### src/hw/cdd_top_dummy_guard.sv
`timescale 1ns/1ps
`default_nettype none
`default_nettype wire
### src/hw/cdd_pkg.sv
package cdd_pkg;

  // Geometry
  localparam int unsigned CDD_NCH   = 3;
  localparam int unsigned CDD_NDRV  = 4;
  localparam int unsigned CDD_NREG  = 13;
  localparam int unsigned CDD_DIV_W = 10;
  localparam int unsigned CDD_PH_W  = 6;

  // Register indices; byte address on the bus is four times the index
  localparam logic [10:0] CDD_IDX_BASE    = 11'h502;
  localparam logic [10:0] CDD_IDX_CH0_LO  = 11'h502;
  localparam logic [10:0] CDD_IDX_CH0_CTL = 11'h503;
  localparam logic [10:0] CDD_IDX_CH0_PH  = 11'h504;
  localparam logic [10:0] CDD_IDX_DRV1    = 11'h505;
  localparam logic [10:0] CDD_IDX_DRV2    = 11'h506;
  localparam logic [10:0] CDD_IDX_CH1_LO  = 11'h507;
  localparam logic [10:0] CDD_IDX_CH1_CTL = 11'h508;
  localparam logic [10:0] CDD_IDX_CH1_PH  = 11'h509;
  localparam logic [10:0] CDD_IDX_DRV3    = 11'h50A;
  localparam logic [10:0] CDD_IDX_DRV4    = 11'h50B;
  localparam logic [10:0] CDD_IDX_CH2_LO  = 11'h50C;
  localparam logic [10:0] CDD_IDX_CH2_CTL = 11'h50D;
  localparam logic [10:0] CDD_IDX_CH2_PH  = 11'h50E;
  localparam logic [10:0] CDD_IDX_SYNC    = 11'h520;
  localparam logic [10:0] CDD_IDX_STAT    = 11'h521;

  // Slot of each register inside the storage array (slot = index - base)
  localparam int unsigned CDD_CH_SLOT  [CDD_NCH]  = '{0, 5, 10};
  localparam int unsigned CDD_DRV_SLOT [CDD_NDRV] = '{3, 4, 8, 9};
  // Channel that feeds each output driver
  localparam int unsigned CDD_DRV_CH   [CDD_NDRV] = '{0, 1, 2, 2};

  // Field positions
  localparam int unsigned CDD_CTL_HI_LSB  = 0;
  localparam int unsigned CDD_CTL_SEL_BIT = 2;
  localparam int unsigned CDD_CTL_PD_BIT  = 3;
  localparam int unsigned CDD_DRV_EN_BIT  = 0;
  localparam int unsigned CDD_DRV_BST_BIT = 1;
  localparam int unsigned CDD_DRV_POL_LSB = 2;
  localparam int unsigned CDD_DRV_FMT_LSB = 4;
  localparam int unsigned CDD_SYN_MOD_LSB = 0;
  localparam int unsigned CDD_SYN_MAN_BIT = 2;

  // Writable bit masks, everything else reads zero
  localparam logic [7:0] CDD_WM_LO  = 8'hFF;
  localparam logic [7:0] CDD_WM_CTL = 8'h0F;
  localparam logic [7:0] CDD_WM_PH  = 8'h3F;
  localparam logic [7:0] CDD_WM_DRV = 8'h7F;

  // Reset values
  localparam logic [7:0] CDD_RST_LO   = 8'h00;
  localparam logic [7:0] CDD_RST_CTL  = 8'h00;
  localparam logic [7:0] CDD_RST_PH   = 8'h00;
  localparam logic [7:0] CDD_RST_DRV  = 8'h10;
  localparam logic [1:0] CDD_RST_MODE = 2'h2;

  typedef enum logic [2:0] {
    CDD_FMT_PD     = 3'b000,
    CDD_FMT_HSTL   = 3'b001,
    CDD_FMT_LVDS   = 3'b010,
    CDD_FMT_CMOS   = 3'b100,
    CDD_FMT_CMOS_P = 3'b101,
    CDD_FMT_CMOS_N = 3'b110
  } cdd_fmt_t;

  typedef enum logic [1:0] {
    CDD_SM_MANUAL = 2'b00,
    CDD_SM_FREQ   = 2'b01,
    CDD_SM_PHASE  = 2'b10
  } cdd_smode_t;

endpackage

### src/hw/cdd_div_if.sv
`timescale 1ns/1ps
`default_nettype none
interface cdd_div_if;
  logic [9:0] ratio;
  logic       pd;
  logic       presc_sel;
  logic [5:0] phase;
  logic       sync;
  logic [1:0] presc_edge;
  logic       clk_out;

  modport ctl (output ratio, output pd, output presc_sel, output phase, output sync,
               output presc_edge, input clk_out);
  modport div (input ratio, input pd, input presc_sel, input phase, input sync,
               input presc_edge, output clk_out);
endinterface
`default_nettype wire

### src/hw/cdd_chdiv.sv
`timescale 1ns/1ps
`default_nettype none
module cdd_chdiv
  import cdd_pkg::*;
(
  input wire logic i_clk,
  input wire logic i_nrst,
  cdd_div_if.div   d
);

  typedef struct packed {
    logic [9:0] cnt;
    logic [5:0] dly;
    logic       clk;
  } cdd_div_st_t;

  cdd_div_st_t st_r;
  cdd_div_st_t st_nxt;
  logic        half_edge;

  // Each prescaler edge marks one half period of the divider input
  assign half_edge = d.presc_sel ? d.presc_edge[1] : d.presc_edge[0];

  always_comb begin
    st_nxt = st_r;
    if (d.pd) begin
      st_nxt = '0;
    end else if (d.sync) begin
      st_nxt.cnt = '0;
      st_nxt.clk = 1'b0;
      st_nxt.dly = d.phase;
    end else if (half_edge) begin
      if (st_r.dly != '0) begin
        st_nxt.dly = st_r.dly - 6'h01;
      end else if (st_r.cnt == d.ratio) begin
        st_nxt.cnt = '0;
        st_nxt.clk = ~st_r.clk;
      end else begin
        st_nxt.cnt = st_r.cnt + 10'h001;
      end
    end
  end

  always_ff @(posedge i_clk or negedge i_nrst) begin
    if (!i_nrst) begin
      st_r <= '0;
    end else begin
      st_r <= st_nxt;
    end
  end

  assign d.clk_out = st_r.clk;

endmodule
`default_nettype wire

### src/hw/cdd_top.sv
// How it works
// - Each channel keeps a 10-bit divide value, low byte in its first register and top two bits in bits 1:0 of its second.
// - A channel divides its input clock by the divide value plus one, so zero passes it through and 1023 gives 1024.
// - Bit 3 of the second channel register powers the channel down when set and resets to zero.
// - Bit 2 of the second channel register picks the second prescaler when set and the first when clear, clear at reset.
// - After a sync each divider starts late by the 6-bit phase field in half input periods, zero meaning no offset.
// - The 3-bit format field picks off, HSTL (reset), LVDS, CMOS both legs, P leg only or N leg only; 011 and 111 are reserved.
// - In CMOS mode the 2-bit polarity field sets the legs to pos/neg, pos/pos, neg/pos or neg/neg, pos/neg at reset.
// - Bit 1 of a driver register boosts the LVDS drive level when set, normal at reset, and there is no CMOS drive choice.
// - A driver is enabled only while bit 0 of its register is set, and it is disabled at reset.
// - The second driver has its own register laid out like the first driver's.
// - The third and fourth drivers have registers laid out and behaving like the first driver's.
// - The second channel has three registers that behave like the first channel's.
// - The third channel has three registers that behave like the first channel's.
// - The automatic sync mode is manual only, frequency lock, phase lock (reset) or reserved.
//
// The Wishbone slave port was chosen for this implementation.
`timescale 1ns/1ps
`default_nettype none
module cdd_top
  import cdd_pkg::*;
(
  input  wire logic        I_CLK_SYS,
  input  wire logic        I_NRST,
  input  wire logic        I_WB_CYC,
  input  wire logic        I_WB_STB,
  input  wire logic        I_WB_WE,
  input  wire logic [31:0] I_WB_ADR,
  input  wire logic [3:0]  I_WB_SEL,
  input  wire logic [31:0] I_WB_DAT,
  output logic             O_WB_ACK,
  output logic      [31:0] O_WB_DAT,
  input  wire logic        I_PRESC1,
  input  wire logic        I_PRESC2,
  input  wire logic        I_FREQ_LOCK,
  input  wire logic        I_PHASE_LOCK,
  output logic      [3:0]  O_DRV_P,
  output logic      [3:0]  O_DRV_N,
  output logic      [3:0]  O_DRV_P_OE,
  output logic      [3:0]  O_DRV_N_OE,
  output logic      [3:0]  O_DRV_HSTL,
  output logic      [3:0]  O_DRV_LVDS,
  output logic      [3:0]  O_DRV_BOOST,
  output logic             O_SYNC
);

  typedef struct packed {
    logic [CDD_NREG-1:0][7:0] regs;
    logic [1:0]               mode;
    logic                     ack;
    logic [31:0]              rdat;
    logic [1:0]               presc_s1;
    logic [1:0]               presc_s2;
    logic [1:0]               presc_s3;
    logic [1:0]               lock_s1;
    logic [1:0]               lock_s2;
    logic [1:0]               lock_s3;
    logic                     sync;
    logic [3:0]               p;
    logic [3:0]               n;
    logic [3:0]               poe;
    logic [3:0]               noe;
    logic [3:0]               hstl;
    logic [3:0]               lvds;
    logic [3:0]               boost;
  } cdd_top_st_t;

  cdd_top_st_t        st_r;
  cdd_top_st_t        st_nxt;
  logic [CDD_NCH-1:0] ch_clk;
  logic [10:0]        idx;
  logic               addr_ok;
  logic               hit;
  logic               wr;
  logic               man_sync;
  logic               auto_sync;
  logic               freq_rise;
  logic               phase_rise;

  cdd_div_if dif [CDD_NCH] ();

  // Storage slot for a register index; CDD_NREG means not a stored register
  function automatic logic [3:0] cdd_slot(input logic [10:0] i, input logic ok);
    logic [10:0] off;
    off = i - CDD_IDX_BASE;
    if (ok && i >= CDD_IDX_BASE && i <= CDD_IDX_CH2_PH) begin
      cdd_slot = off[3:0];
    end else begin
      cdd_slot = 4'(CDD_NREG);
    end
  endfunction

  // Writable bits of a slot; reserved bits stay zero
  function automatic logic [7:0] cdd_wmask(input logic [3:0] s);
    logic [7:0] m;
    m = CDD_WM_DRV;
    for (int c = 0; c < CDD_NCH; c++) begin
      if (s == 4'(CDD_CH_SLOT[c])) begin
        m = CDD_WM_LO;
      end else if (s == 4'(CDD_CH_SLOT[c] + 1)) begin
        m = CDD_WM_CTL;
      end else if (s == 4'(CDD_CH_SLOT[c] + 2)) begin
        m = CDD_WM_PH;
      end
    end
    cdd_wmask = m;
  endfunction

  function automatic logic [7:0] cdd_rstval(input int unsigned s);
    logic [7:0] v;
    v = CDD_RST_DRV;
    for (int c = 0; c < CDD_NCH; c++) begin
      if (s == CDD_CH_SLOT[c]) begin
        v = CDD_RST_LO;
      end else if (s == CDD_CH_SLOT[c] + 1) begin
        v = CDD_RST_CTL;
      end else if (s == CDD_CH_SLOT[c] + 2) begin
        v = CDD_RST_PH;
      end
    end
    cdd_rstval = v;
  endfunction

  assign idx     = I_WB_ADR[12:2];
  // Only word aligned addresses with nothing above the map decode
  assign addr_ok = (I_WB_ADR[31:13] == '0) && (I_WB_ADR[1:0] == 2'b00);
  assign hit     = I_WB_CYC && I_WB_STB && !st_r.ack;
  assign wr      = hit && I_WB_WE && I_WB_SEL[0];

  assign man_sync   = wr && addr_ok && (idx == CDD_IDX_SYNC) && I_WB_DAT[CDD_SYN_MAN_BIT];
  assign freq_rise  = st_r.lock_s2[0] && !st_r.lock_s3[0];
  assign phase_rise = st_r.lock_s2[1] && !st_r.lock_s3[1];

  always_comb begin
    case (cdd_smode_t'(st_r.mode))
      CDD_SM_FREQ:  auto_sync = freq_rise;
      CDD_SM_PHASE: auto_sync = phase_rise;
      default:      auto_sync = 1'b0;
    endcase
  end

  // Channel dividers, each fed from its own three registers
  for (genvar c = 0; c < CDD_NCH; c++) begin : g_ch
    localparam int unsigned S = CDD_CH_SLOT[c];
    assign dif[c].ratio      = {st_r.regs[S+1][CDD_CTL_HI_LSB +: 2], st_r.regs[S]};
    assign dif[c].pd         = st_r.regs[S+1][CDD_CTL_PD_BIT];
    assign dif[c].presc_sel  = st_r.regs[S+1][CDD_CTL_SEL_BIT];
    assign dif[c].phase      = st_r.regs[S+2][CDD_PH_W-1:0];
    assign dif[c].sync       = st_r.sync;
    assign dif[c].presc_edge = st_r.presc_s2 ^ st_r.presc_s3;
    assign ch_clk[c]         = dif[c].clk_out;

    cdd_chdiv u_div (
      .i_clk  (I_CLK_SYS),
      .i_nrst (I_NRST),
      .d      (dif[c])
    );
  end

  always_comb begin
    logic [3:0] slot;
    logic [7:0] m;
    logic [7:0] cfg;
    logic       clk;
    logic       en;
    logic [1:0] pol;
    slot = '0;
    m    = '0;
    cfg  = '0;
    clk  = 1'b0;
    en   = 1'b0;
    pol  = '0;
    st_nxt = st_r;

    // Pins from outside the clock domain pass two flops before use
    st_nxt.presc_s1 = {I_PRESC2, I_PRESC1};
    st_nxt.presc_s2 = st_r.presc_s1;
    st_nxt.presc_s3 = st_r.presc_s2;
    st_nxt.lock_s1  = {I_PHASE_LOCK, I_FREQ_LOCK};
    st_nxt.lock_s2  = st_r.lock_s1;
    st_nxt.lock_s3  = st_r.lock_s2;

    st_nxt.sync = man_sync || auto_sync;
    st_nxt.ack  = hit;

    slot = cdd_slot(idx, addr_ok);
    if (hit) begin
      if (slot < 4'(CDD_NREG)) begin
        st_nxt.rdat = {24'h00_0000, st_r.regs[slot]};
      end else if (addr_ok && idx == CDD_IDX_SYNC) begin
        st_nxt.rdat = {30'h0000_0000, st_r.mode};
      end else if (addr_ok && idx == CDD_IDX_STAT) begin
        st_nxt.rdat = {27'h000_0000, ch_clk, st_r.lock_s2};
      end else begin
        st_nxt.rdat = 32'h0000_0000;
      end
    end

    if (wr) begin
      if (slot < 4'(CDD_NREG)) begin
        m = cdd_wmask(slot);
        st_nxt.regs[slot] = (st_r.regs[slot] & ~m) | (I_WB_DAT[7:0] & m);
      end else if (addr_ok && idx == CDD_IDX_SYNC) begin
        st_nxt.mode = I_WB_DAT[CDD_SYN_MOD_LSB +: 2];
      end
    end

    // Output drivers; legs are registered so glitches in the decode never reach a pin
    for (int d = 0; d < CDD_NDRV; d++) begin
      cfg = st_r.regs[CDD_DRV_SLOT[d]];
      clk = ch_clk[CDD_DRV_CH[d]];
      en  = cfg[CDD_DRV_EN_BIT];
      pol = cfg[CDD_DRV_POL_LSB +: 2];
      st_nxt.p[d]     = 1'b0;
      st_nxt.n[d]     = 1'b0;
      st_nxt.poe[d]   = 1'b0;
      st_nxt.noe[d]   = 1'b0;
      st_nxt.hstl[d]  = 1'b0;
      st_nxt.lvds[d]  = 1'b0;
      st_nxt.boost[d] = 1'b0;
      case (cfg[CDD_DRV_FMT_LSB +: 3])
        CDD_FMT_HSTL: begin
          st_nxt.p[d]    = clk;
          st_nxt.n[d]    = ~clk;
          st_nxt.poe[d]  = en;
          st_nxt.noe[d]  = en;
          st_nxt.hstl[d] = en;
        end
        CDD_FMT_LVDS: begin
          st_nxt.p[d]     = clk;
          st_nxt.n[d]     = ~clk;
          st_nxt.poe[d]   = en;
          st_nxt.noe[d]   = en;
          st_nxt.lvds[d]  = en;
          st_nxt.boost[d] = en && cfg[CDD_DRV_BST_BIT];
        end
        CDD_FMT_CMOS, CDD_FMT_CMOS_P, CDD_FMT_CMOS_N: begin
          st_nxt.p[d]   = clk ^ pol[1];
          st_nxt.n[d]   = clk ^ ~(pol[1] ^ pol[0]);
          st_nxt.poe[d] = en && (cfg[CDD_DRV_FMT_LSB +: 3] != CDD_FMT_CMOS_N);
          st_nxt.noe[d] = en && (cfg[CDD_DRV_FMT_LSB +: 3] != CDD_FMT_CMOS_P);
        end
        // Power-down and the reserved codes leave both legs undriven
        default: begin
          st_nxt.p[d] = 1'b0;
        end
      endcase
    end
  end

  always_ff @(posedge I_CLK_SYS or negedge I_NRST) begin
    if (!I_NRST) begin
      st_r <= '0;
      for (int s = 0; s < CDD_NREG; s++) begin
        st_r.regs[s] <= cdd_rstval(s);
      end
      st_r.mode <= CDD_RST_MODE;
    end else begin
      st_r <= st_nxt;
    end
  end

  assign O_WB_ACK    = st_r.ack;
  assign O_WB_DAT    = st_r.rdat;
  assign O_DRV_P     = st_r.p;
  assign O_DRV_N     = st_r.n;
  assign O_DRV_P_OE  = st_r.poe;
  assign O_DRV_N_OE  = st_r.noe;
  assign O_DRV_HSTL  = st_r.hstl;
  assign O_DRV_LVDS  = st_r.lvds;
  assign O_DRV_BOOST = st_r.boost;
  assign O_SYNC      = st_r.sync;

endmodule
`default_nettype wire

### config.mk
export PLATFORM = sky130hd
export DESIGN_NAME = cdd_top
export DESIGN_NICKNAME = d
export VERILOG_FILES = /design/src/hw/cdd_top_dummy_guard.sv /design/src/hw/cdd_pkg.sv /design/src/hw/cdd_div_if.sv /design/src/hw/cdd_chdiv.sv /design/src/hw/cdd_top.sv
export SDC_FILE = /design/constraint.sdc
export NUM_CORES = 1
export LEC_CHECK = 0
export BUFFER_PORTS_ARGS = -buffer_cell sky130_fd_sc_hd__clkbuf_2
export CORE_MARGIN = 8
export CORE_UTILIZATION = 37
export CTS_BUF_LIST = sky130_fd_sc_hd__clkbuf_8
export CTS_CLUSTER_DIAMETER = 100
export DETAILED_ROUTE_END_ITERATION = 10
export REMOVE_ABC_BUFFERS = 1
export SLEW_MARGIN = 20
export SYNTH_ARGS = -nofsm -noshare
export SYNTH_HDL_FRONTEND = slang
export SYNTH_SLANG_ARGS = --single-unit
### constraint.sdc
create_clock -name I_CLK_SYS -period 2.5 [get_ports I_CLK_SYS]
set_clock_uncertainty 0.1 [all_clocks]
set_input_delay 0.125 -clock I_CLK_SYS [delete_from_list [all_inputs] [get_ports I_CLK_SYS]]
set_output_delay 0.125 -clock I_CLK_SYS [all_outputs]
set_load 0.01 [all_outputs]
Yosys cells after proc, flatten, opt, wreduce, memory -nomap -nowiden
Cells that the tools add are included.
Widths: inputs -> output; s select.
Storage, ports and cells
  flip-flop bits (word level): 231
  output and inout bits: 62
  word-level logic and storage cells: 263
Operators by class
  add/subtract/negate cells: 7
  bitwise operators: 25
  multiplexer cells: 76
  order comparisons: 5
  reduce and logical (&&, ||, !) cells: 65
  equal/unequal tests: 46
Operators with widths (number)
  $mux 17: 9
  $bwmux 104: 1
  $mux 8: 12
  $mux 10: 6
  $eq 3x3->1 const B: 12
  $pmux 1 s2: 17
  $ne 3x3->1 const B: 11
  $bmux 8 s4: 1
  $demux 8 s4: 1
  $add 10x1->10 const B: 3
  $eq 10x10->1: 3
  $logic_and 1x1->1: 27
  $reduce_bool 3->1: 9
  $eq 11x11->1 const B: 2
  $mux 1: 21
  $logic_not 19->1: 1
  $mux 6: 3
  $reduce_bool 6->1: 3
  $sub 6x1->6 const B: 3
  $and 8x8->8: 2
  $mux 7: 2
  $reduce_and 2->1: 7
  $eq 3x1->1 const B: 4
  $eq 3x2->1 const B: 4
  26 further kinds: 60

Depth between registers and ports, before layout
Gate-level depths: netlist of the first run.
  depth after elaboration: 21
  gate-level depth with buffers: 11
  mapped depth without buffers: 8

By module
A second synthesis of the first run with hierarchy kept.
Unflattened totals
  cells, all modules: 1062
  area total of the unflattened synthesis: 11079.4 µm²
Modules (own cells, without submodules)
  cdd_top: times used 1, cells each 684, seq. area each 3910.0 µm², area an instance 7592.3 µm²
  cdd_chdiv: times used 3, cells each 126, seq. area each 425.4 µm², area an instance 1162.4 µm²

Least setup slack after synthesis of the first run
No wires, ideal clock.
  path type: in2reg
  start: input port I_WB_ADR[3]
  end: register st_r, in the netlist dif[1].phase[0]
  cell stages on the path: 10
  slack: -0.211 ns
  required time: 2.275 ns
  path buffers: 3
  data arrival time: 2.486 ns
  setup time: 0.125 ns
  cells stage by stage: buf_4 clkinv_1 ha_1 or3b_2 a22oi_1 or4_1 buf_2 or4_4 buf_6 mux2_4
On the way
  word-level cells in the longest chain between the ends: 19
  elaborated cells on any way between the ends: 38
Ends and longest elaborated chain
  from (decl): line cdd_top.sv:28  | input wire logic [31:0] I_WB_ADR,
  $ge 11x11->1: line cdd_top.sv:86  | if (ok && i >= CDD_IDX_BASE && i <= CDD_IDX_CH2_PH) begin
  $logic_and 1x1->1 (2 in a row): line cdd_top.sv:86
  $mux 4 (*): line cdd_top.sv:86
  $eq 4x1->1: line cdd_top.sv:100  | end else if (s == 4'(CDD_CH_SLOT[c] + 1)) begin
  $mux 7: line cdd_top.sv:100
  $mux 8: line cdd_top.sv:98  | if (s == 4'(CDD_CH_SLOT[c])) begin
  $mux 8: line cdd_top.sv:102  | end else if (s == 4'(CDD_CH_SLOT[c] + 2)) begin
  $mux 8: line cdd_top.sv:100
  [... 2 more ...]
  $mux 8: line cdd_top.sv:100
  $mux 8: line cdd_top.sv:98
  $mux 8: line cdd_top.sv:200  | if (slot < 4'(CDD_NREG)) begin
  $mux 8: line cdd_top.sv:199  | if (wr) begin
  $not 8->8: line cdd_top.sv:202  | st_nxt.regs[slot] = (st_r.regs[slot] & ~m) | (I_WB_DAT[7:0] & m);
  $and 8x8->8: line cdd_top.sv:202
  $or 8x8->8: line cdd_top.sv:202
  $bwmux 104: line cdd_top.sv:202
  to (signal assigned): line cdd_top.sv:259  | st_r <= st_nxt;
  to (decl): line cdd_top.sv:68  | cdd_top_st_t st_r;
Every way passes the cells marked *; elsewhere a longest branch is shown, timed or not. The select of a mux whose other input is x is not followed.
A chain may end at the register's enable or synchronous reset.

Final worst setup path of the first run
  start: register st_r, in the netlist O_WB_ACK
  end: register st_r, in the netlist dif[0].ratio[4]
On the way
  word-level cells in the longest chain between the ends: 5
Ends and longest elaborated chain
  $logic_not 1->1: line cdd_top.sv:127  | assign hit = I_WB_CYC && I_WB_STB && !st_r.ack;
  $logic_and 1x1->1: line cdd_top.sv:127
  $logic_and 1x1->1 (2 in a row): line cdd_top.sv:128  | assign wr = hit && I_WB_WE && I_WB_SEL[0];
  $reduce_and 2->1 (no line)
Every way passes these cells.

==> out/metrics.yaml, run 1 <==
run:
  cap_violations: 0
critical_path:
  worstPathArrival_ps: 2630
  crit_family: "simple AND/OR/NAND/NOR gates"
  cpMostUsedCell: "buf_4"
  crit_chain: "nand3b_1, buf_4, nor3_1, buf_4, nand3_1, buf_4, nand2_1, o21ai_0"
  r2r_setup_slack_ps: 130
  critPathCaptureType: "flop"
  slowest_stage: "nand3b_1"
  crit_path_start_kind: "flop"
  cp_max_fo: 8
  crit_buf_inv: 3
  worstPathRequired_ps: 2760
  path_class: "reg2reg"
  max_stage_delay_ps: 400
floorplan:
  ioPinCount: 139
  die_y_um: 186
  die_w_um: 186
  coreArea_um2: 28500
  rows: 62
  dieArea_um2: 34600
  initial_core_util_pct: 37.4
timing:
  tightest_slew_ps: 755
  slew_headroom_pct: 49.5
  rsz0062_at_grt: "no"
  whs_ps: 45.1
  final-max-slew-violation-count: 0
  layout_min_cycle_time_ps: 2370
  setup_viol: 0
  final_hold_viol_count: 0
  final.setup.tns_ps: 0
  timing.fmax_mhz: 421
  timing.final.crit_share_pct: 95.0
placed_design:
  dp_hpwl_um: 20200
  gp_congestion: 0.907
  port_buffers: 87
clock_tree:
  cts_buffers: 37
  cts_tree: "yes"
  clk_latency_ps: 510
  clk_path_buf_depth: 3
  cts-root-buf: "clkbuf_8"
  h-tree-depth: 2
  post_cts_buffers: 0
  clk_pin_slew_ps: 60
  cts_sinks: 207
final_layout:
  final_layout_size_suffix_gt1_share_pct: 28.1
  final_common_cell: "dfrtp_1"
  post-route-util_pct: 43.5
  antenna_cells: 0
  area_growth_syn_to_layout_pct: 16.3
  mostFrequentLayoutCells: "dfrtp_1, nand2_1, o21ai_0"
  n_fill_cell: 2730
  nets: 1212
power_and_ir_drop:
  peakVddDrop_mv: 0.277
  power_leakage_nw: 5.78
  p_per_area_nw_per_um2: 698
drt:
  dr.pass1.iters: 4
  drt_iter0_markers: 482
  vias: 7939
  routedWlPerCell_um: 18.1
  wirelength_um: 27800
  ant_nets: 0
  avgViaCountPerCell: 5.17
  post-route-drc-count: 0
grt:
  grt_pass1_wl_um: 43700
  met3_usage_pct: 2.73
  grt_most_used_layer: "met2"
  met2_usage_pct: 27.0
  grt_pass1_vias: 7880
  grt_max_degree: 77
  grt_usage_pct: 16.1
  use_met1_pct: 21.0
  overflow: 0
  antenna_found_initial: 0
synth:
  synth-async-reset-ratio_pct: 100
  synthCells: 1032
  avgSynthCellArea_um2: 10.4
  synth-main-ff-cell: "dfrtp_1"
  synth_area_um2: 10700
  ys_ff_latch: 207
  synth_cell_types: 63
  synth_edf_count: 0
  synth_seq_area_share_pct: 48.5
  yosysWarnings: 0
min_path:
  worstHoldPathType: "in2reg"
status:
  outcome: "finished clean"
layer usage:
| layer | routed length [um] | share of wire (%) |
|---|---|---|
| met1 | 12100 | 43 |
| met2 | 13400 | 48 |
| met3 | 1700 | 6.1 |
| met4 | 614 | 2.2 |
| met5 | 0 | 0 |
cells by family (layout without fill, tap and decap cells):
| kind of cell | Yosys count | in the layout | synth area share, % |
|---|---|---|---|
| and+or+nand+nor | 317 | 317 | 15.2 |
| DFF | 207 | 207 | 48.5 |
| AOI/OAI and AO/OA | 200 | 200 | 11.1 |
| buffers and inverters | 147 | 243 | 7.45 |
| muxes | 97 | 97 | 12.2 |
| xor gates and xnor gates | 51 | 51 | 4.18 |
| adders and majority gates | 12 | 12 | 1.40 |
| other | 1 | 24 | 0.0351 |
power by group:
part,total (mW),internal (mW),switching (mW)
clock,3.29,1.89,1.40
sequential,3.63,3.48,0.150
combinational,1.75,0.725,1.03
flip-flops by register name, summed over array words and instances, names as in the netlist, 4 cells and up:
| register | flops |
|---|---|
| dif.phase | 18 |
| O_DRV_P | 4 |
| st_nxt | 8 |
| O_DRV_LVDS | 4 |
| O_DRV_BOOST | 4 |
| O_DRV_N | 4 |
| O_DRV_N_OE | 4 |
| O_WB_DAT | 8 |
| O_DRV_HSTL | 4 |
| O_DRV_P_OE | 4 |
| st_r | 56 |
| g_ch.u_div.st_r | 48 |
| dif.ratio | 30 |
per-stage QoR:
| stage | std cells | total power, mW | worst slack (ps) | instance area [um2] |
|---|---|---|---|---|
| 6_report | 1535 | 8.67 | 126 | 12400 |
| 5_1_grt | 1535 | 9.19 | 25.6 | 12400 |
| 4_1_cts | 1535 | 8.74 | 30.9 | 12400 |
| 3_5_place_dp | 1460 | 5.38 | -96.4 | 11500 |
| 3_3_place_gp | 1460 | 5.35 | -66.1 | 11500 |
| 2_1_floorplan | 923 | 4.72 | -476 | 10000 |
layout make-up:
cell class	count	area, um2	area share, %
inverters	15	56.3	0.453
multi-input cells	701	4850	39.0
well taps	384	480	3.87
clock buffers	50	688	5.54
repair buffers	161	1070	8.61
clock inverters	17	98.8	0.795
flip-flops and latches	207	5190	41.7
synthesized netlist by cell type, types with 6 or more instances:
| library cell | n | area share [%] |
|---|---|---|
| o31ai_1 | 21 | 1.5 |
| nor4_1 | 15 | 0.88 |
| nand2b_1 | 8 | 0.47 |
| mux2i_1 | 6 | 0.56 |
| buf_2 | 6 | 0.28 |
| and3_1 | 14 | 0.82 |
| or3_1 | 13 | 0.76 |
| and2_1 | 11 | 0.64 |
| dfrtp_1 | 202 | 47 |
| nand2_1 | 96 | 3.4 |
| xnor2_1 | 47 | 3.9 |
| inv_1 | 13 | 0.46 |
| o21ai_0 | 87 | 4.1 |
| nor2b_1 | 10 | 0.59 |
| ha_1 | 12 | 1.4 |
| mux2_2 | 69 | 7.3 |
| nor3_1 | 16 | 0.75 |
| nor2_1 | 63 | 2.2 |
| a21oi_1 | 45 | 2.1 |
| nor4bb_1 | 8 | 0.75 |
| a211oi_1 | 6 | 0.42 |
| nand4_1 | 13 | 0.76 |
| clkbuf_1 | 60 | 2.1 |
| buf_4 | 61 | 4.3 |
| a31oi_1 | 6 | 0.35 |
| mux4_2 | 18 | 3.8 |
| nand3_1 | 24 | 1.1 |
repair_timing:
item	in CTS	in global routing
hold buffers	8	0
endpoints found under the hold margin	96	0
setup endpoints to repair	10	6
resized for setup	5	4
worst reg2reg max path, stage by stage, from the launching register on:
cell      delay [ps]
dfrtp_1          380
nand3b_1         400
buf_4            280
nor3_1           180
buf_4            170
nand3_1          310
buf_4            280
nand2_1           50
o21ai_0           80
final timing paths:
check                           cells after the start              end   startpoint
worst min-delay path                                6         st_r[75]  I_WB_ADR[7]
worst max register to register                      8  dif[0].ratio[4]     O_WB_ACK
worst max-delay path                                8  dif[0].ratio[4]     O_WB_ACK
worst min register to register                      0       st_nxt[30]   st_nxt[32]
max in group asynchronous                           3        st_r[179]       I_NRST
min in group asynchronous                           2    O_DRV_LVDS[3]       I_NRST
Note: power is estimated with default switching activity, not from simulation.
==> run 2, diff against run 1 <==
CORE_UTILIZATION = 45   (was 37)
PLACE_DENSITY = 0.67   (was unset)
==> run 2 against run 1 <==
  * Sequential share of layout area rose by 0.75 points
  * Via count rose by 0.43%
  * Register-to-register slack barely moved
  * Largest power group unchanged
==> out/metrics.yaml, run 2 (synthesis gave the netlist of run 1 again) <==
critical_path:
  crit_chain: "inv_1, ha_1, or3b_4, or3_4, o21a_4, or2_2, o31ai_1"
  startpoint: "g_ch[0].u_div.st_r[1]"
  r2r-end: "g_ch[0].u_div.st_r[10]"
  worstPathRequired_ps: 2830  # +70 ps
  r2r_setup_slack_ps: 130  # about the same
  path_class: "reg2reg"
  crit_path_end: "g_ch[0].u_div.st_r[10]"
  slowest_stage: "or3b_4"
  worstPathArrival_ps: 2710  # +80 ps
  r2r-start: "g_ch[0].u_div.st_r[1]"
  max_stage_delay_ps: 410  # about the same
  critPathCaptureType: "flop"
  crit_path_start_kind: "flop"
  cp_max_fo: 5  # -3
  r2r_cells: 7  # -1
final_layout:
  fin_area_um2: 12200  # -1.8%
  top_register: "st_r"
  mostFrequentLayoutCells: "dfrtp_1, nand2_1, o21ai_0"
  final_common_cell: "dfrtp_1"
  nets: 1202  # -0.83%
  final_cells: 1458  # -5.0%
  antenna_cells: 0  # unchanged
  final_layout_size_suffix_gt1_share_pct: 27.1  # -1.0 points
  largest_reg_flops: 56  # unchanged
  area_growth_syn_to_layout_pct: 14.2
timing:
  rsz0062_at_grt: "no"
  slew_headroom_pct: 50.2  # +0.69 points
  setup_ws_ps: 125  # -0.300 ps
  timing.final.crit_share_pct: 95.0  # about the same
  layout_min_cycle_time_ps: 2370  # +0.300 ps
  final_hold_viol_count: 0  # unchanged
  final.setup.tns_ps: 0  # unchanged
  final-max-slew-violation-count: 0  # unchanged
  timing.fmax_mhz: 421  # about the same
  tightest_slew_ps: 745  # -10.4 ps
  setup_viol: 0  # unchanged
placed_design:
  placed_area_um2: 11300  # -1.6%
  dp_hpwl_um: 19600  # -3.0%
  gp_congestion: 0.893  # -1.5%
  port_buffers: 87  # unchanged
  place_ws_ps: -77.8  # +18.6 ps
  post-place-cells: 1383  # -5.3%
grt:
  overflow: 0  # unchanged
  grt_max_degree: 85  # +10%
  grt_pass1_vias: 7854  # -0.33%
  grt_pass1_wl_um: 43700  # about the same
  antenna_found_initial: 0  # unchanged
  grt_usage_pct: 19.2  # +3.1 points
run:
  cap_violations: 0  # unchanged
drt:
  ant_nets: 0  # unchanged
  vias: 7973  # +0.43%
  dr.pass1.iters: 5  # +1
  post-route-drc-count: 0  # unchanged
  routedWlPerCell_um: 18.8  # +3.8%
  drt_iter0_markers: 740  # +54%
  wirelength_um: 27400  # -1.4%
  avgViaCountPerCell: 5.47  # +5.7%
power_and_ir_drop:
  peakVddDrop_mv: 0.301  # +8.7%
  power_leakage_nw: 5.71  # -1.2%
  p_per_area_nw_per_um2: 693  # -0.72%
clock_tree:
  cts_buffers: 36  # -2.7%
  post_cts_buffers: 0  # unchanged
  clk_latency_ps: 530  # +20 ps
  cts-root-buf: "clkbuf_8"
  cts_sinks: 207  # unchanged
  clk_path_buf_depth: 3  # unchanged
  h-tree-depth: 2  # unchanged
  cts_tree: "yes"
  clk_pin_slew_ps: 60  # about the same
floorplan:
  initial_core_util_pct: 45.7  # +8.2 points
  die_w_um: 170  # -8.5%
  die_y_um: 170  # -8.5%
  coreArea_um2: 23400  # -18%
  ioPinCount: 139  # unchanged
  rows: 56  # -9.7%
  dieArea_um2: 28900  # -16%
status:
  outcome: "finished clean"
min_path:
  worstHoldPathType: "in2async"
run 2: metal layers:
layer	vias up	part of all wire [%]	track usage, %
met5	-	0	0
met4	0	2.8	7.36
met3	55	6.5	3.68
met2	261	47	30.4
met1	3912	44	25.7
li1	3745	-	-
run 2: critical path: cells and delay by family, from the launching register on:
kind                     cells  cell delay, ps
buffers and inverters        1              60
AND/OR/NAND/NOR              3            1080
AO/OA/AOI/OAI                2             500
flip-flops                   1             380
adder cells (fa/ha/maj)      1             160
run 2: area by class of cell:
class | count | area, um2
Timing Repair Buffer | 151 | 987
Clock buffer | 45 | 619
Sequential cell | 207 | 5190
Clock inverter | 19 | 88.8
Inverter | 15 | 56.3
Fill cell | 2099 | 11200
Multi-Input combinational cell | 702 | 4870
Tap cell | 319 | 399
run 2: how the worst min path moves through the flow:
stage | endpoint | slack (ps) | from
5_1_grt | O_WB_DAT[7] | 30 | I_WB_STB
2_1_floorplan | O_DRV_BOOST[0] | -270 | I_NRST
4_1_cts | O_WB_DAT[7] | 10 | I_WB_STB
3_5_place_dp | O_DRV_N_OE[3] | 30 | I_NRST
6_report | O_DRV_LVDS[3] | 30 | I_NRST
3_3_place_gp | O_DRV_N_OE[3] | 40 | I_NRST
run 2: power by group:
group          leakage, nW  switching (mW)  internal, mW
Sequential            2.83           0.153          3.48
Combinational         2.47            1.06         0.737
Clock                0.408            1.40          1.63
Total                 5.71            2.61          5.85
run 2: timing repair:
item	CTS	global route
cloned	0	1
setup endpoints to repair	6	8
resized for setup	5	6
hold buffers	10	0
endpoints found under the hold margin	213	0
pin swaps	0	1
run 2: through the flow:
| step | hold WS, ps | power (mW) | util [%] |
|---|---|---|---|
| floorplan | -271 | 4.72 | - |
| global placement | 36.4 | 5.29 | 48.4 |
| detailed placement | 33.8 | 5.33 | 48.4 |
| CTS | 9.93 | 8.43 | 51.9 |
| global route | 29.3 | 8.94 | 52.2 |
| finish | 28.9 | 8.46 | 52.2 |
==> run 3, diff against run 2 <==
PLACE_DENSITY = unset   (was 0.67)
PLACE_DENSITY_LB_ADDON = 0.3   (was unset)
RECOVER_POWER = 25   (was unset)
==> run 3 against run 2 <==
  * The run now ends with max-capacitance violations, max-slew violations left
  * Global-route usage is 0.34 points lower
  * Clock power about the same
  * Core utilization down 0.14 points
  * Flip-flop and latch count did not move
  * Largest cell class unchanged
  * Largest power group unchanged
==> out/metrics.yaml, run 3 (synthesis gave the netlist of run 1 again) <==
power_and_ir_drop:
  p_total_mw: 8.38  # -0.87%
  p_per_area_nw_per_um2: 689  # -0.59%
  power_leakage_nw: 5.70  # -0.12%
  peakVddDrop_mv: 0.305  # +1.3%
timing:
  tightest_slew_ps: 1560  # +817 ps
  timing.final.crit_share_pct: 94.5  # -0.50 points
  slew_headroom_pct: -4.15  # -54 points
  setup_viol: 0  # unchanged
  rsz0062_at_grt: "no"
  timing.fmax_mhz: 423  # +0.53%
  layout_min_cycle_time_ps: 2360  # -12.4 ps
  setup_ws_ps: 138  # +12.4 ps
  final-max-slew-violation-count: 60  # +60
  final_hold_viol_count: 0  # unchanged
critical_path:
  crit_chain: "inv_1, ha_1, or3b_4, or3_1, o21a_4, nor4_2, xnor2_1, nor2_1"
  crit_buf_inv: 1  # unchanged
  startpoint: "g_ch[0].u_div.st_r[1]"
  cp_max_fo: 11  # +6
  r2r-start: "g_ch[0].u_div.st_r[1]"
  crit_family: "simple AND/OR/NAND/NOR gates"
  worstPathRequired_ps: 2800  # -30 ps
  worstPathArrival_ps: 2670  # -40 ps
  path_class: "reg2reg"
  slowest_stage: "or3b_4"
  max_stage_delay_ps: 410  # about the same
  critPathCaptureType: "flop"
  crit_path_start_kind: "flop"
floorplan:
  coreArea_um2: 23400  # unchanged
  die_w_um: 170  # unchanged
  die_y_um: 170  # unchanged
  initial_core_util_pct: 45.7  # unchanged
  rows: 56  # unchanged
  dieArea_um2: 28900  # unchanged
  ioPinCount: 139  # unchanged
final_layout:
  final_common_cell: "dfrtp_1"
  n_fill_cell: 2143  # +2.1%
  regArea_um2: 5190  # unchanged
  mostFrequentLayoutCells: "dfrtp_1, nand2_1, clkbuf_2"
  antenna_cells: 0  # unchanged
  multi_input_area_um2: 4850  # -0.46%
  final_layout_size_suffix_gt1_share_pct: 27.1  # -0.064 points
  area_growth_syn_to_layout_pct: 13.9
  nets: 1201  # -0.083%
  largest_reg_flops: 56  # unchanged
  top_register: "st_r"
clock_tree:
  clk_pin_slew_ps: 50  # about the same
  cts_tree: "yes"
  clk_latency_ps: 530  # about the same
  h-tree-depth: 2  # unchanged
  clk_path_buf_depth: 3  # unchanged
  cts-root-buf: "clkbuf_8"
  post_cts_buffers: 0  # unchanged
  cts_buffers: 37  # +2.8%
  cts_sinks: 207  # unchanged
placed_design:
  dp_hpwl_um: 19300  # -1.1%
  place_ws_ps: -66.9  # +10.9 ps
  port_buffers: 87  # unchanged
  gp_congestion: 0.901  # +0.90%
status:
  outcome: "finished with violations"
  violations: "max-capacitance violations, max-slew violations"
grt:
  grt_max_degree: 62  # -27%
  antenna_found_initial: 0  # unchanged
  grt_usage_pct: 18.8  # -0.34 points
  grt_pass1_wl_um: 43400  # -0.76%
  grt_pass1_vias: 8006  # +1.9%
  overflow: 0  # unchanged
drt:
  ant_nets: 0  # unchanged
  drt_iter0_markers: 674  # -8.9%
  vias: 7889  # -1.1%
  dr.pass1.iters: 5  # unchanged
  post-route-drc-count: 0  # unchanged
  wirelength_um: 26900  # -1.8%
  routedWlPerCell_um: 18.5  # -1.7%
  avgViaCountPerCell: 5.41  # -0.99%
min_path:
  worstHoldPathType: "in2reg"
  min_from: "I_WB_DAT[0]"
run:
  cap_violations: 1  # +1
run 3: worst register-to-register path, cell delays in order, from the launching register on:
cell and delay, ps:
dfrtp_1 380, inv_1 60, ha_1 160, or3b_4 410, or3_1 350, o21a_4 270, nor4_2 320, xnor2_1 150
nor2_1 50
run 3: worst paths after layout:
path | to | slack, ps | cells past startpoint
setup / recovery | g_ch[0].u_div.st_r[15] | 140 | 8
hold / removal | st_r[74] | 40 | 3
setup reg to reg | g_ch[0].u_div.st_r[15] | 140 | 8
hold reg to reg | st_nxt[36] | 250 | 0
max in group asynchronous | O_WB_DAT[3] | 560 | 3
min in group asynchronous | O_DRV_N[3] | 430 | 2
run 3: metrics by stage:
stage	instances	setup TNS, ps	util [%]	area [um2]	hold WS [ps]
floorplan	923	-21720	-	10000	-271
detailed placement	1384	-387	48.4	11300	44.4
global placement	1384	-26.1	48.4	11300	49.0
global route	1457	0	52.0	12200	50.5
CTS	1457	0	52.0	12200	14.4
finish	1457	0	52.0	12200	37.4
run 3: layout make-up:
cell class	count	share of cell area (%)
clock buffer	47	5.31
clock inverter	18	0.637
inverter	15	0.463
multi-input combinational	701	39.8
sequential	207	42.6
tap	319	3.28
timing repair buffer	150	7.88
run 3: repair_timing:
action	CTS	global route
hold buffers	8	0
gates resized for setup	5	4
hold endpoints to repair	216	0
setup endpoints to repair	6	7
run 3: layer usage:
| metal | track usage [%] | part of all wire [%] | vias to the layer above |
|---|---|---|---|
| met1 | 24.0 | 43 | 3823 |
| li1 | - | - | 3739 |
| met5 | 0 | 0 | - |
| met3 | 4.73 | 6.9 | 70 |
| met4 | 7.06 | 3.0 | 0 |
| met2 | 30.6 | 47 | 257 |
run 3: power by group:
part	internal (mW)	switching (mW)	total, mW	leakage, nW
logic	0.678	1.02	1.70	2.45
registers	3.48	0.152	3.64	2.83
clock network	1.68	1.36	3.05	0.422
